<file path="config.mk">
export PLATFORM = sky130hd
export DESIGN_NAME = fpm_csr
export DESIGN_NICKNAME = d
export VERILOG_FILES = /design/src/fpm_pkg.sv /design/src/fpm_csr.sv /design/src/fpm_timer.sv
export VERILOG_INCLUDE_DIRS = /design/src
export SDC_FILE = /design/constraint.sdc
export NUM_CORES = 1
export LEC_CHECK = 0
export BUFFER_PORTS_ARGS = -buffer_cell sky130_fd_sc_hd__buf_4
export CAP_MARGIN = 20
export CORE_UTILIZATION = 40
export CTS_CLUSTER_DIAMETER = 30
export DETAILED_ROUTE_END_ITERATION = 10
export SYNTH_ARGS = -nofsm -noshare
export SYNTH_HDL_FRONTEND = slang
export SYNTH_HIERARCHICAL = 1
export SYNTH_SLANG_ARGS = --single-unit
</file>
<file path="constraint.sdc">
create_clock -name clk_sys -period 6.4 [get_ports clk_sys]
set_input_delay 1.28 -clock clk_sys [delete_from_list [all_inputs] [get_ports clk_sys]]
set_output_delay 1.28 -clock clk_sys [all_outputs]
set_load 0.01 [all_outputs]
</file>
<file path="src/fpm_defines.svh">
// Offsets, field positions, reset values and timing counts
// Operation
// - Receive status occupancy, bits 23-16, in words, read-only, resets zero.
// - Receive data occupancy, bits 15-0, bytes, word-rounded per frame, resets zero.
// - Transmit status occupancy, bits 23-16, in words, read-only.
// - Transmit data free space, bits 15-0, bytes, read-only, resets 0x1200.
// - Power control register stays readable in every reduced power state.
// - After reset or wake, writes are ignored until one read occurs.
// - Self-clearing power state field bits 13-12; 00 normal, 01, 10; 11 reserved.
// - In reduced power, any write to the wake address wakes the device.
// - Writing one to bit 10 holds transceiver reset 100 us, then self-clears.
// - Writes to the transceiver reset bit are ignored while it reads high.
// - Lan wake event with enable drives wake output if enabled, per mode.
// - Lan wake event with enable raises wake interrupt regardless of output enable.
// - Energy event with enable drives wake output if enabled, always interrupts.
// - Bit 6 selects push-pull; open-drain ignores polarity, active low.
// - Read-only ready bit 0 sets once device has stabilised.
// - Pulse mode gives a 50 ms wake pulse; otherwise driven continuously.
// - Wake output enable gates only the pin, never the interrupt.
`ifndef FPM_DEFINES_SVH
`define FPM_DEFINES_SVH
`define FPM_OFS_RX_LEVEL 8'h7C
`define FPM_OFS_TX_LEVEL 8'h80
`define FPM_OFS_PM_CTRL 8'h84
`define FPM_OFS_WAKE_WRITE 8'h64
`define FPM_STAT_HI 23
`define FPM_STAT_LO 16
`define FPM_DATA_HI 15
`define FPM_DATA_LO 0
`define FPM_BIT_STATE_HI 13
`define FPM_BIT_STATE_LO 12
`define FPM_BIT_TRANSCEIVER_RESET 10
`define FPM_BIT_LAN_WAKE 9
`define FPM_BIT_ENERGY 8
`define FPM_BIT_BUF_SEL 6
`define FPM_BIT_PULSE 3
`define FPM_BIT_POL 2
`define FPM_BIT_OUT_EN 1
`define FPM_BIT_READY 0
`define FPM_TX_FREE_RESET 16'h1200
`define FPM_CLK_PERIOD_NS 20
`define FPM_TRANSCEIVER_RESET_TIME_NS 100000
`define FPM_WAKE_PULSE_TIME_NS 50000000
`define FPM_TRANSCEIVER_RESET_CYCLES \
   ((`FPM_TRANSCEIVER_RESET_TIME_NS + `FPM_CLK_PERIOD_NS - 1) / `FPM_CLK_PERIOD_NS)
`define FPM_WAKE_PULSE_CYCLES (`FPM_WAKE_PULSE_TIME_NS / `FPM_CLK_PERIOD_NS)
`define FPM_READY_SETTLE_CYCLES 8
`endif

</file>
<file path="src/fpm_pkg.sv">
// Types shared by the level and power control registers
package fpm_pkg;
   typedef enum logic [1:0] {
      STATE_NORMAL,
      STATE_FRAME_WAKE,
      STATE_ENERGY_WAKE
   } fpm_state_t;
   typedef struct packed {
      logic [7:0] rxStatusWordsUsed;
      logic [15:0] rxDataBytesUsed;
      logic [7:0] txStatusWordsUsed;
      logic [15:0] txDataBytesFree;
   } fpm_level_t;
   typedef struct packed {
      logic lanWakeEnable;
      logic energyDetectEnable;
      logic wakeOutputBufferSelect;
      logic wakeOutputPulseMode;
      logic wakeOutputPolarity;
      logic wakeOutputEnable;
   } fpm_wake_cfg_t;
   typedef struct packed {
      logic rd;
      logic wr;
      logic [7:0] addr;
      logic [31:0] wdata;
   } fpm_host_req_t;
endpackage : fpm_pkg

</file>
<file path="src/fpm_csr.sv">
// Buffer level and power management control registers
`timescale 1ns/1ps
`include "fpm_defines.svh"
module fpm_csr #(
   parameter int unsigned TRANSCEIVER_RESET_CYCLES = `FPM_TRANSCEIVER_RESET_CYCLES,
   parameter int unsigned WAKE_PULSE_CYCLES = `FPM_WAKE_PULSE_CYCLES,
   parameter int unsigned READY_SETTLE = `FPM_READY_SETTLE_CYCLES
) (
   input wire logic clk_sys,
   input wire logic rst_n,
   input fpm_pkg::fpm_host_req_t hostReq,
   output logic [31:0] hostRdata,
   output logic hostRvalid,
   input fpm_pkg::fpm_level_t levels,
   input wire logic lanWakeEvent,
   input wire logic energyDetectEvent,
   output logic transceiverReset,
   output logic wakeInterrupt,
   output logic wakeOutput,
   output logic wakeOutputOeN,
   output logic deviceReady,
   output fpm_pkg::fpm_state_t powerState
);
   initial
   begin
      if (READY_SETTLE < 1 || READY_SETTLE > 255 || TRANSCEIVER_RESET_CYCLES < 1)
         $error("fpm_csr parameters out of range");
   end
   // ****************************************
   // Register decode and read mux
   // ****************************************
   function automatic logic hit(input logic [7:0] a, input logic [7:0] ofs);
      hit = (a == ofs);
   endfunction : hit
   fpm_pkg::fpm_level_t lvl_q, lvl_d;
   fpm_pkg::fpm_wake_cfg_t cfg_q, cfg_d;
   fpm_pkg::fpm_state_t state_q, state_d;
   logic readSeen_q, readSeen_d;
   logic ready_q, ready_d;
   logic [7:0] settle_q, settle_d;
   logic [31:0] rdata_q, rdata_d;
   logic rvalid_q, rvalid_d;
   logic wakeLatch_q, wakeLatch_d;
   logic wakeInt_q, wakeInt_d;
   logic pinOut_q, pinOut_d;
   logic pinOeN_q, pinOeN_d;
   logic phyStart, phyBusy, pulseStart, pulseBusy;
   logic wrOk, wakeEvent, active;
   always_comb
   begin
      rdata_d = 32'h0000_0000;
      rvalid_d = hostReq.rd;
      if (hit(hostReq.addr, `FPM_OFS_PM_CTRL))
      begin
         // PM control answers in any power state
         rdata_d[`FPM_BIT_STATE_HI:`FPM_BIT_STATE_LO] = state_q;
         rdata_d[`FPM_BIT_TRANSCEIVER_RESET] = phyBusy;
         rdata_d[`FPM_BIT_LAN_WAKE] = cfg_q.lanWakeEnable;
         rdata_d[`FPM_BIT_ENERGY] = cfg_q.energyDetectEnable;
         rdata_d[`FPM_BIT_BUF_SEL] = cfg_q.wakeOutputBufferSelect;
         rdata_d[`FPM_BIT_PULSE] = cfg_q.wakeOutputPulseMode;
         rdata_d[`FPM_BIT_POL] = cfg_q.wakeOutputPolarity;
         rdata_d[`FPM_BIT_OUT_EN] = cfg_q.wakeOutputEnable;
         rdata_d[`FPM_BIT_READY] = ready_q;
      end
      else if (ready_q && hit(hostReq.addr, `FPM_OFS_RX_LEVEL))
      begin
         rdata_d[`FPM_STAT_HI:`FPM_STAT_LO] = lvl_q.rxStatusWordsUsed;
         rdata_d[`FPM_DATA_HI:`FPM_DATA_LO] = lvl_q.rxDataBytesUsed;
      end
      else if (ready_q && hit(hostReq.addr, `FPM_OFS_TX_LEVEL))
      begin
         rdata_d[`FPM_STAT_HI:`FPM_STAT_LO] = lvl_q.txStatusWordsUsed;
         rdata_d[`FPM_DATA_HI:`FPM_DATA_LO] = lvl_q.txDataBytesFree;
      end
   end
   // ****************************************
   // Control state
   // ****************************************
   assign wrOk = hostReq.wr && readSeen_q && ready_q;
   assign phyStart = wrOk && !phyBusy && hit(hostReq.addr, `FPM_OFS_PM_CTRL)
      && hostReq.wdata[`FPM_BIT_TRANSCEIVER_RESET];
   assign wakeEvent = (lanWakeEvent && cfg_q.lanWakeEnable)
      || (energyDetectEvent && cfg_q.energyDetectEnable);
   assign pulseStart = wakeEvent && cfg_q.wakeOutputPulseMode;
   always_comb
   begin
      lvl_d = levels;
      cfg_d = cfg_q;
      state_d = state_q;
      readSeen_d = readSeen_q || hostReq.rd;
      settle_d = settle_q;
      wakeInt_d = wakeEvent;
      if (wrOk && hit(hostReq.addr, `FPM_OFS_PM_CTRL))
      begin
         cfg_d.lanWakeEnable = hostReq.wdata[`FPM_BIT_LAN_WAKE];
         cfg_d.energyDetectEnable = hostReq.wdata[`FPM_BIT_ENERGY];
         cfg_d.wakeOutputBufferSelect = hostReq.wdata[`FPM_BIT_BUF_SEL];
         cfg_d.wakeOutputPulseMode = hostReq.wdata[`FPM_BIT_PULSE];
         cfg_d.wakeOutputPolarity = hostReq.wdata[`FPM_BIT_POL];
         cfg_d.wakeOutputEnable = hostReq.wdata[`FPM_BIT_OUT_EN];
         case (hostReq.wdata[`FPM_BIT_STATE_HI:`FPM_BIT_STATE_LO])
            2'h1: state_d = fpm_pkg::STATE_FRAME_WAKE;
            2'h2: state_d = fpm_pkg::STATE_ENERGY_WAKE;
            default: state_d = state_q;
         endcase
      end
      if (state_q != fpm_pkg::STATE_NORMAL && hostReq.wr
         && hit(hostReq.addr, `FPM_OFS_WAKE_WRITE))
      begin
         state_d = fpm_pkg::STATE_NORMAL;
         readSeen_d = 1'b0;
      end
      if (state_d != fpm_pkg::STATE_NORMAL)
         settle_d = 8'h00;
      else if (settle_q != 8'(READY_SETTLE))
         settle_d = settle_q + 8'h01;
      ready_d = (state_d == fpm_pkg::STATE_NORMAL)
         && (settle_d == 8'(READY_SETTLE));
      // Set wins over clearing by the enables
      wakeLatch_d = wakeLatch_q;
      if (!cfg_q.wakeOutputEnable
         || !(cfg_q.lanWakeEnable || cfg_q.energyDetectEnable))
         wakeLatch_d = 1'b0;
      if (wakeEvent)
         wakeLatch_d = 1'b1;
   end
   always_ff @(posedge clk_sys or negedge rst_n)
   begin
      if (!rst_n)
      begin
         lvl_q <= '{8'h00, 16'h0000, 8'h00, `FPM_TX_FREE_RESET};
         cfg_q <= '0;
         state_q <= fpm_pkg::STATE_NORMAL;
         readSeen_q <= 1'b0;
         settle_q <= 8'h00;
         ready_q <= 1'b0;
         rdata_q <= 32'h0000_0000;
         rvalid_q <= 1'b0;
         wakeLatch_q <= 1'b0;
         wakeInt_q <= 1'b0;
      end
      else
      begin
         lvl_q <= lvl_d;
         cfg_q <= cfg_d;
         state_q <= state_d;
         readSeen_q <= readSeen_d;
         settle_q <= settle_d;
         ready_q <= ready_d;
         rdata_q <= rdata_d;
         rvalid_q <= rvalid_d;
         wakeLatch_q <= wakeLatch_d;
         wakeInt_q <= wakeInt_d;
      end
   end
   // ****************************************
   // Timers and wake pin
   // ****************************************
   fpm_timer #(.COUNT(TRANSCEIVER_RESET_CYCLES)) phyTimer (
      .clk_sys(clk_sys),
      .rst_n(rst_n),
      .start(phyStart),
      .busy(phyBusy)
   );
   fpm_timer #(.COUNT(WAKE_PULSE_CYCLES)) pulseTimer (
      .clk_sys(clk_sys),
      .rst_n(rst_n),
      .start(pulseStart),
      .busy(pulseBusy)
   );
   assign active = cfg_q.wakeOutputEnable && (cfg_q.wakeOutputPulseMode
      ? pulseBusy : wakeLatch_q);
   always_comb
   begin
      if (cfg_q.wakeOutputBufferSelect)
      begin
         pinOeN_d = 1'b0;
         pinOut_d = cfg_q.wakeOutputPolarity ? active : !active;
      end
      else
      begin
         pinOeN_d = !active;
         pinOut_d = 1'b0;
      end
   end
   always_ff @(posedge clk_sys or negedge rst_n)
   begin
      if (!rst_n)
      begin
         pinOut_q <= 1'b0;
         pinOeN_q <= 1'b1;
      end
      else
      begin
         pinOut_q <= pinOut_d;
         pinOeN_q <= pinOeN_d;
      end
   end
   assign hostRdata = rdata_q;
   assign hostRvalid = rvalid_q;
   assign transceiverReset = phyBusy;
   assign wakeInterrupt = wakeInt_q;
   assign wakeOutput = pinOut_q;
   assign wakeOutputOeN = pinOeN_q;
   assign deviceReady = ready_q;
   assign powerState = state_q;
   // ****************************************
   // Assertions
   // ****************************************
   int unsigned phyCnt;
   always_ff @(posedge clk_sys or negedge rst_n)
   begin
      if (!rst_n)
         phyCnt <= 0;
      else
         phyCnt <= phyBusy ? phyCnt + 1 : 0;
   end
endmodule : fpm_csr

</file>
<file path="src/fpm_timer.sv">
// One-shot down counter busy for a fixed number of cycles
`timescale 1ns/1ps
module fpm_timer #(
   parameter int unsigned COUNT = 1
) (
   input wire logic clk_sys,
   input wire logic rst_n,
   input wire logic start,
   output logic busy
);
   localparam int unsigned W = $clog2(COUNT + 1);
   logic [W-1:0] cnt_q;
   logic [W-1:0] cnt_d;
   initial
   begin
      if (COUNT < 1)
         $error("fpm_timer COUNT must be at least one");
   end
   always_comb
   begin
      cnt_d = cnt_q;
      if (cnt_q != '0)
         cnt_d = cnt_q - W'(1);
      else if (start)
         cnt_d = W'(COUNT);
   end
   always_ff @(posedge clk_sys or negedge rst_n)
   begin
      if (!rst_n)
         cnt_q <= '0;
      else
         cnt_q <= cnt_d;
   end
   assign busy = (cnt_q != '0);
endmodule : fpm_timer

</file>
==> metrics.txt <==
# diodes 0; asr flop ratio synth 100%; Worst Tran Pin Value between 1 and 1.5 ns; Die Span Y approximately 120 um; Critical R2R Capture phyTimer/cnt_q[0]$_DFFE_PN0P_; CTS tree built; Setup violations, final 0; worst path required time 6.69 ns; power per standard cell area between 200 and 300 nW/um^2; total number of vias 3583; I/O Buffers around 100; initial antenna violation count 0; worst hold margin between 0.4 and 0.5 ns; Area growth syn-to-layout 29.0%; warnings from Yosys 6; arrival time at the worst endpoint 4.35 ns; Final WS setup ~2.3 ns; ANT nets after route 0; Core Area between 10000 and 15000 um^2; dpl ws around 1.8 ns; outcome complete, no violations; dpl cells between 600 and 700; Setup Skew 0.00496 ns; hold path startpoint lvl_q[46]$_DFF_PN0_; register area share after synthesis around three fifths; clock insertion delay at the later pin of the skew report 0.41 ns; Root Driver clkbuf_16; drt pass-1 iters 4; most common cell after layout, fill and taps aside dfrtp_1; Worst Setup SP hostReq[38]; Die Width 117 um; Pins Over Slew Limit 0; # rows 41; number of global-route vias before repair 3520; P_leak about 3.2 nW; total wire length around 11 mm; Synth top area share approximately three fifths; DRC Markers 0; Initial DRC Count between 150 and 200; share of cells above drive strength 1 30.9%; H-tree levels 4; RD Place Congestion slightly above 0.8; postcts setup bufs 0; RR Startpoint phyTimer/cnt_q[1]$_DFFE_PN0P_; GRT Total Usage ~17%; crit end category flop; Vias/cell ~5; peak fanout along the critical path 11; cell taking the most area after synthesis dfrtp_1; largest net degree at the start of global routing 67; TNS Setup 0 ns; final std cells w/o fill about 720; overall power roughly 2.0 mW; FF-to-FF path depth 8; Worst Hold Path Cells 1; top cells by area, synth dfrtp_1, xor2_1, nand2_1, a22o_1, mux2i_1; clock-pin slew on the worst setup and hold paths ~0.06 ns; GRT overflow 0; num ports approximately 130; most frequent cells in the layout dfrtp_1, buf_4, nand2_1; nets ~640; Yosys reg bits 130; R2R setup slack 3.46 ns; final hold vios 0; Period minus WS final approximately 4.1 ns; Die ar. 13600 um^2; RSZ-0062 raised after global routing false; DR WL/cell ~15 um; Sink Count 130; Hold Buf Count CTS 0; Max Freq between 200 and 250 MHz; fill count approximately 1100; Post-synth EDFFs 0; Syn Area/Cell between 10 and 15 um^2; Synth Flop Type dfrtp_1; Num CTS Buffers 17; cells after synthesis 420; global-route wire length before repair 17.2 mm; Tcrit/Tclk final 63.4%; Worst Setup Start Kind input pin; DPL Wire Length around 7.4 mm; Max Root-Sink Buffers 2; WS Path Type in -> reg; Peak VDD IR between 0.3 and 0.4 mV; Post-CTS Resized 0; Max-slew headroom between 30% and 40%; Distinct cells, synth 59; Initial Utilization between 40% and 50%; Mapped Area between 5000 and 6000 um^2; Hold Path Class reg -> reg; hold endpoint hostRdata[22]$_DFF_PN0_; Max-cap violations 0
==> logic make-up (layout without fill, tap and decap cells) <==
family                   count (synthesis)  in the layout  share of synthesized area (%)
buffers and inverters                   26            146                           2.51
XOR/XNOR                                20             20                           3.32
AND/OR/NAND/NOR                        157            157                           18.1
adder cells (fa/ha/maj)                  8              8                           1.90
other                                    1              8                         0.0711
AO/OA/AOI/OAI                           58             58                           8.40
flip-flops                             130            130                           61.8
multiplexers                            20             20                           3.99
==> critical path, cell delays in order <==
cell and delay, ns:
buf_4 0.11, or4b_4 0.57, nor2_1 0.67, nand4_1 0.53
nor3b_1 0.76, nor3_2 0.12, mux2_2 0.30
==> power by group <==
part	switching, mW	leakage [nW]	internal [mW]
combinational	0.0800	1.32	0.0838
sequential	0.0408	1.61	0.865
clock	0.365	0.287	0.591
==> synth_stat cells (4+ instances only) <==
cell and n:
dfrtp_1 127, nand2_1 34, nor2_1 30, nor3_1 22
xor2_1 16, a22o_1 14, a22oi_1 12, mux2i_1 12
o21ai_0 10, inv_1 9, buf_4 8, ha_1 8
mux2_2 8, or3_1 8, a21oi_1 7, nand4_1 6
nand3_1 5, nand3b_1 5, nor4_1 5, and3_1 4
buf_2 4, clkbuf_1 4, nor4b_1 4, xnor2_1 4
==> layer usage <==
metal | track usage, % | part of all wire, %
met2 | 25.6 | 46
met1 | 21.3 | 45
met4 | 6.33 | 1.3
met3 | 8.29 | 7.3
met5 | 0 | 0
==> layout make-up <==
class | instances | area, um^2 | share of cell area (%)
tap | 172 | 215 | 3.16
timing repair buffer | 104 | 781 | 11.5
clock inverter | 13 | 149 | 2.19
clock buffer | 19 | 443 | 6.51
multi-input combinational | 271 | 1920 | 28.2
sequential | 130 | 3260 | 47.9
inverter | 10 | 37.5 | 0.552
==> registers in the layout, indices dropped and copies added (netlist names) <==
name              count
cfg_q                 6
wakeLatch_q           1
wakeOutputOeN         1
hostRvalid            1
pulseTimer/cnt_q     22
lvl_q                48
wakeOutput            1
settle_q              8
readSeen_q            1
phyTimer/cnt_q       13
hostRdata            24
powerState            2
deviceReady           1
wakeInterrupt         1
==> metrics by stage <==
stage | area [um^2] | utilization [%]
3_5_place_dp | 6210 | 48.8
5_1_grt | 6800 | 53.5
3_3_place_gp | 6210 | 48.8
2_1_floorplan | 5300 | -
4_1_cts | 6800 | 53.5
6_report | 6800 | 53.5
==> how the worst max path moves through the flow <==
stage,to,slack (ns)
after CTS,phyTimer/cnt_q[0]$_DFFE_PN0P_,2.27
after global routing,phyTimer/cnt_q[0]$_DFFE_PN0P_,2.10
after detailed placement,phyTimer/cnt_q[0]$_DFFE_PN0P_,1.85
after floorplan,phyTimer/cnt_q[0]$_DFFE_PN0P_,3.15
final,phyTimer/cnt_q[0]$_DFFE_PN0P_,2.34
after global placement,phyTimer/cnt_q[0]$_DFFE_PN0P_,1.88
Power figures use the tool's default switching activity.
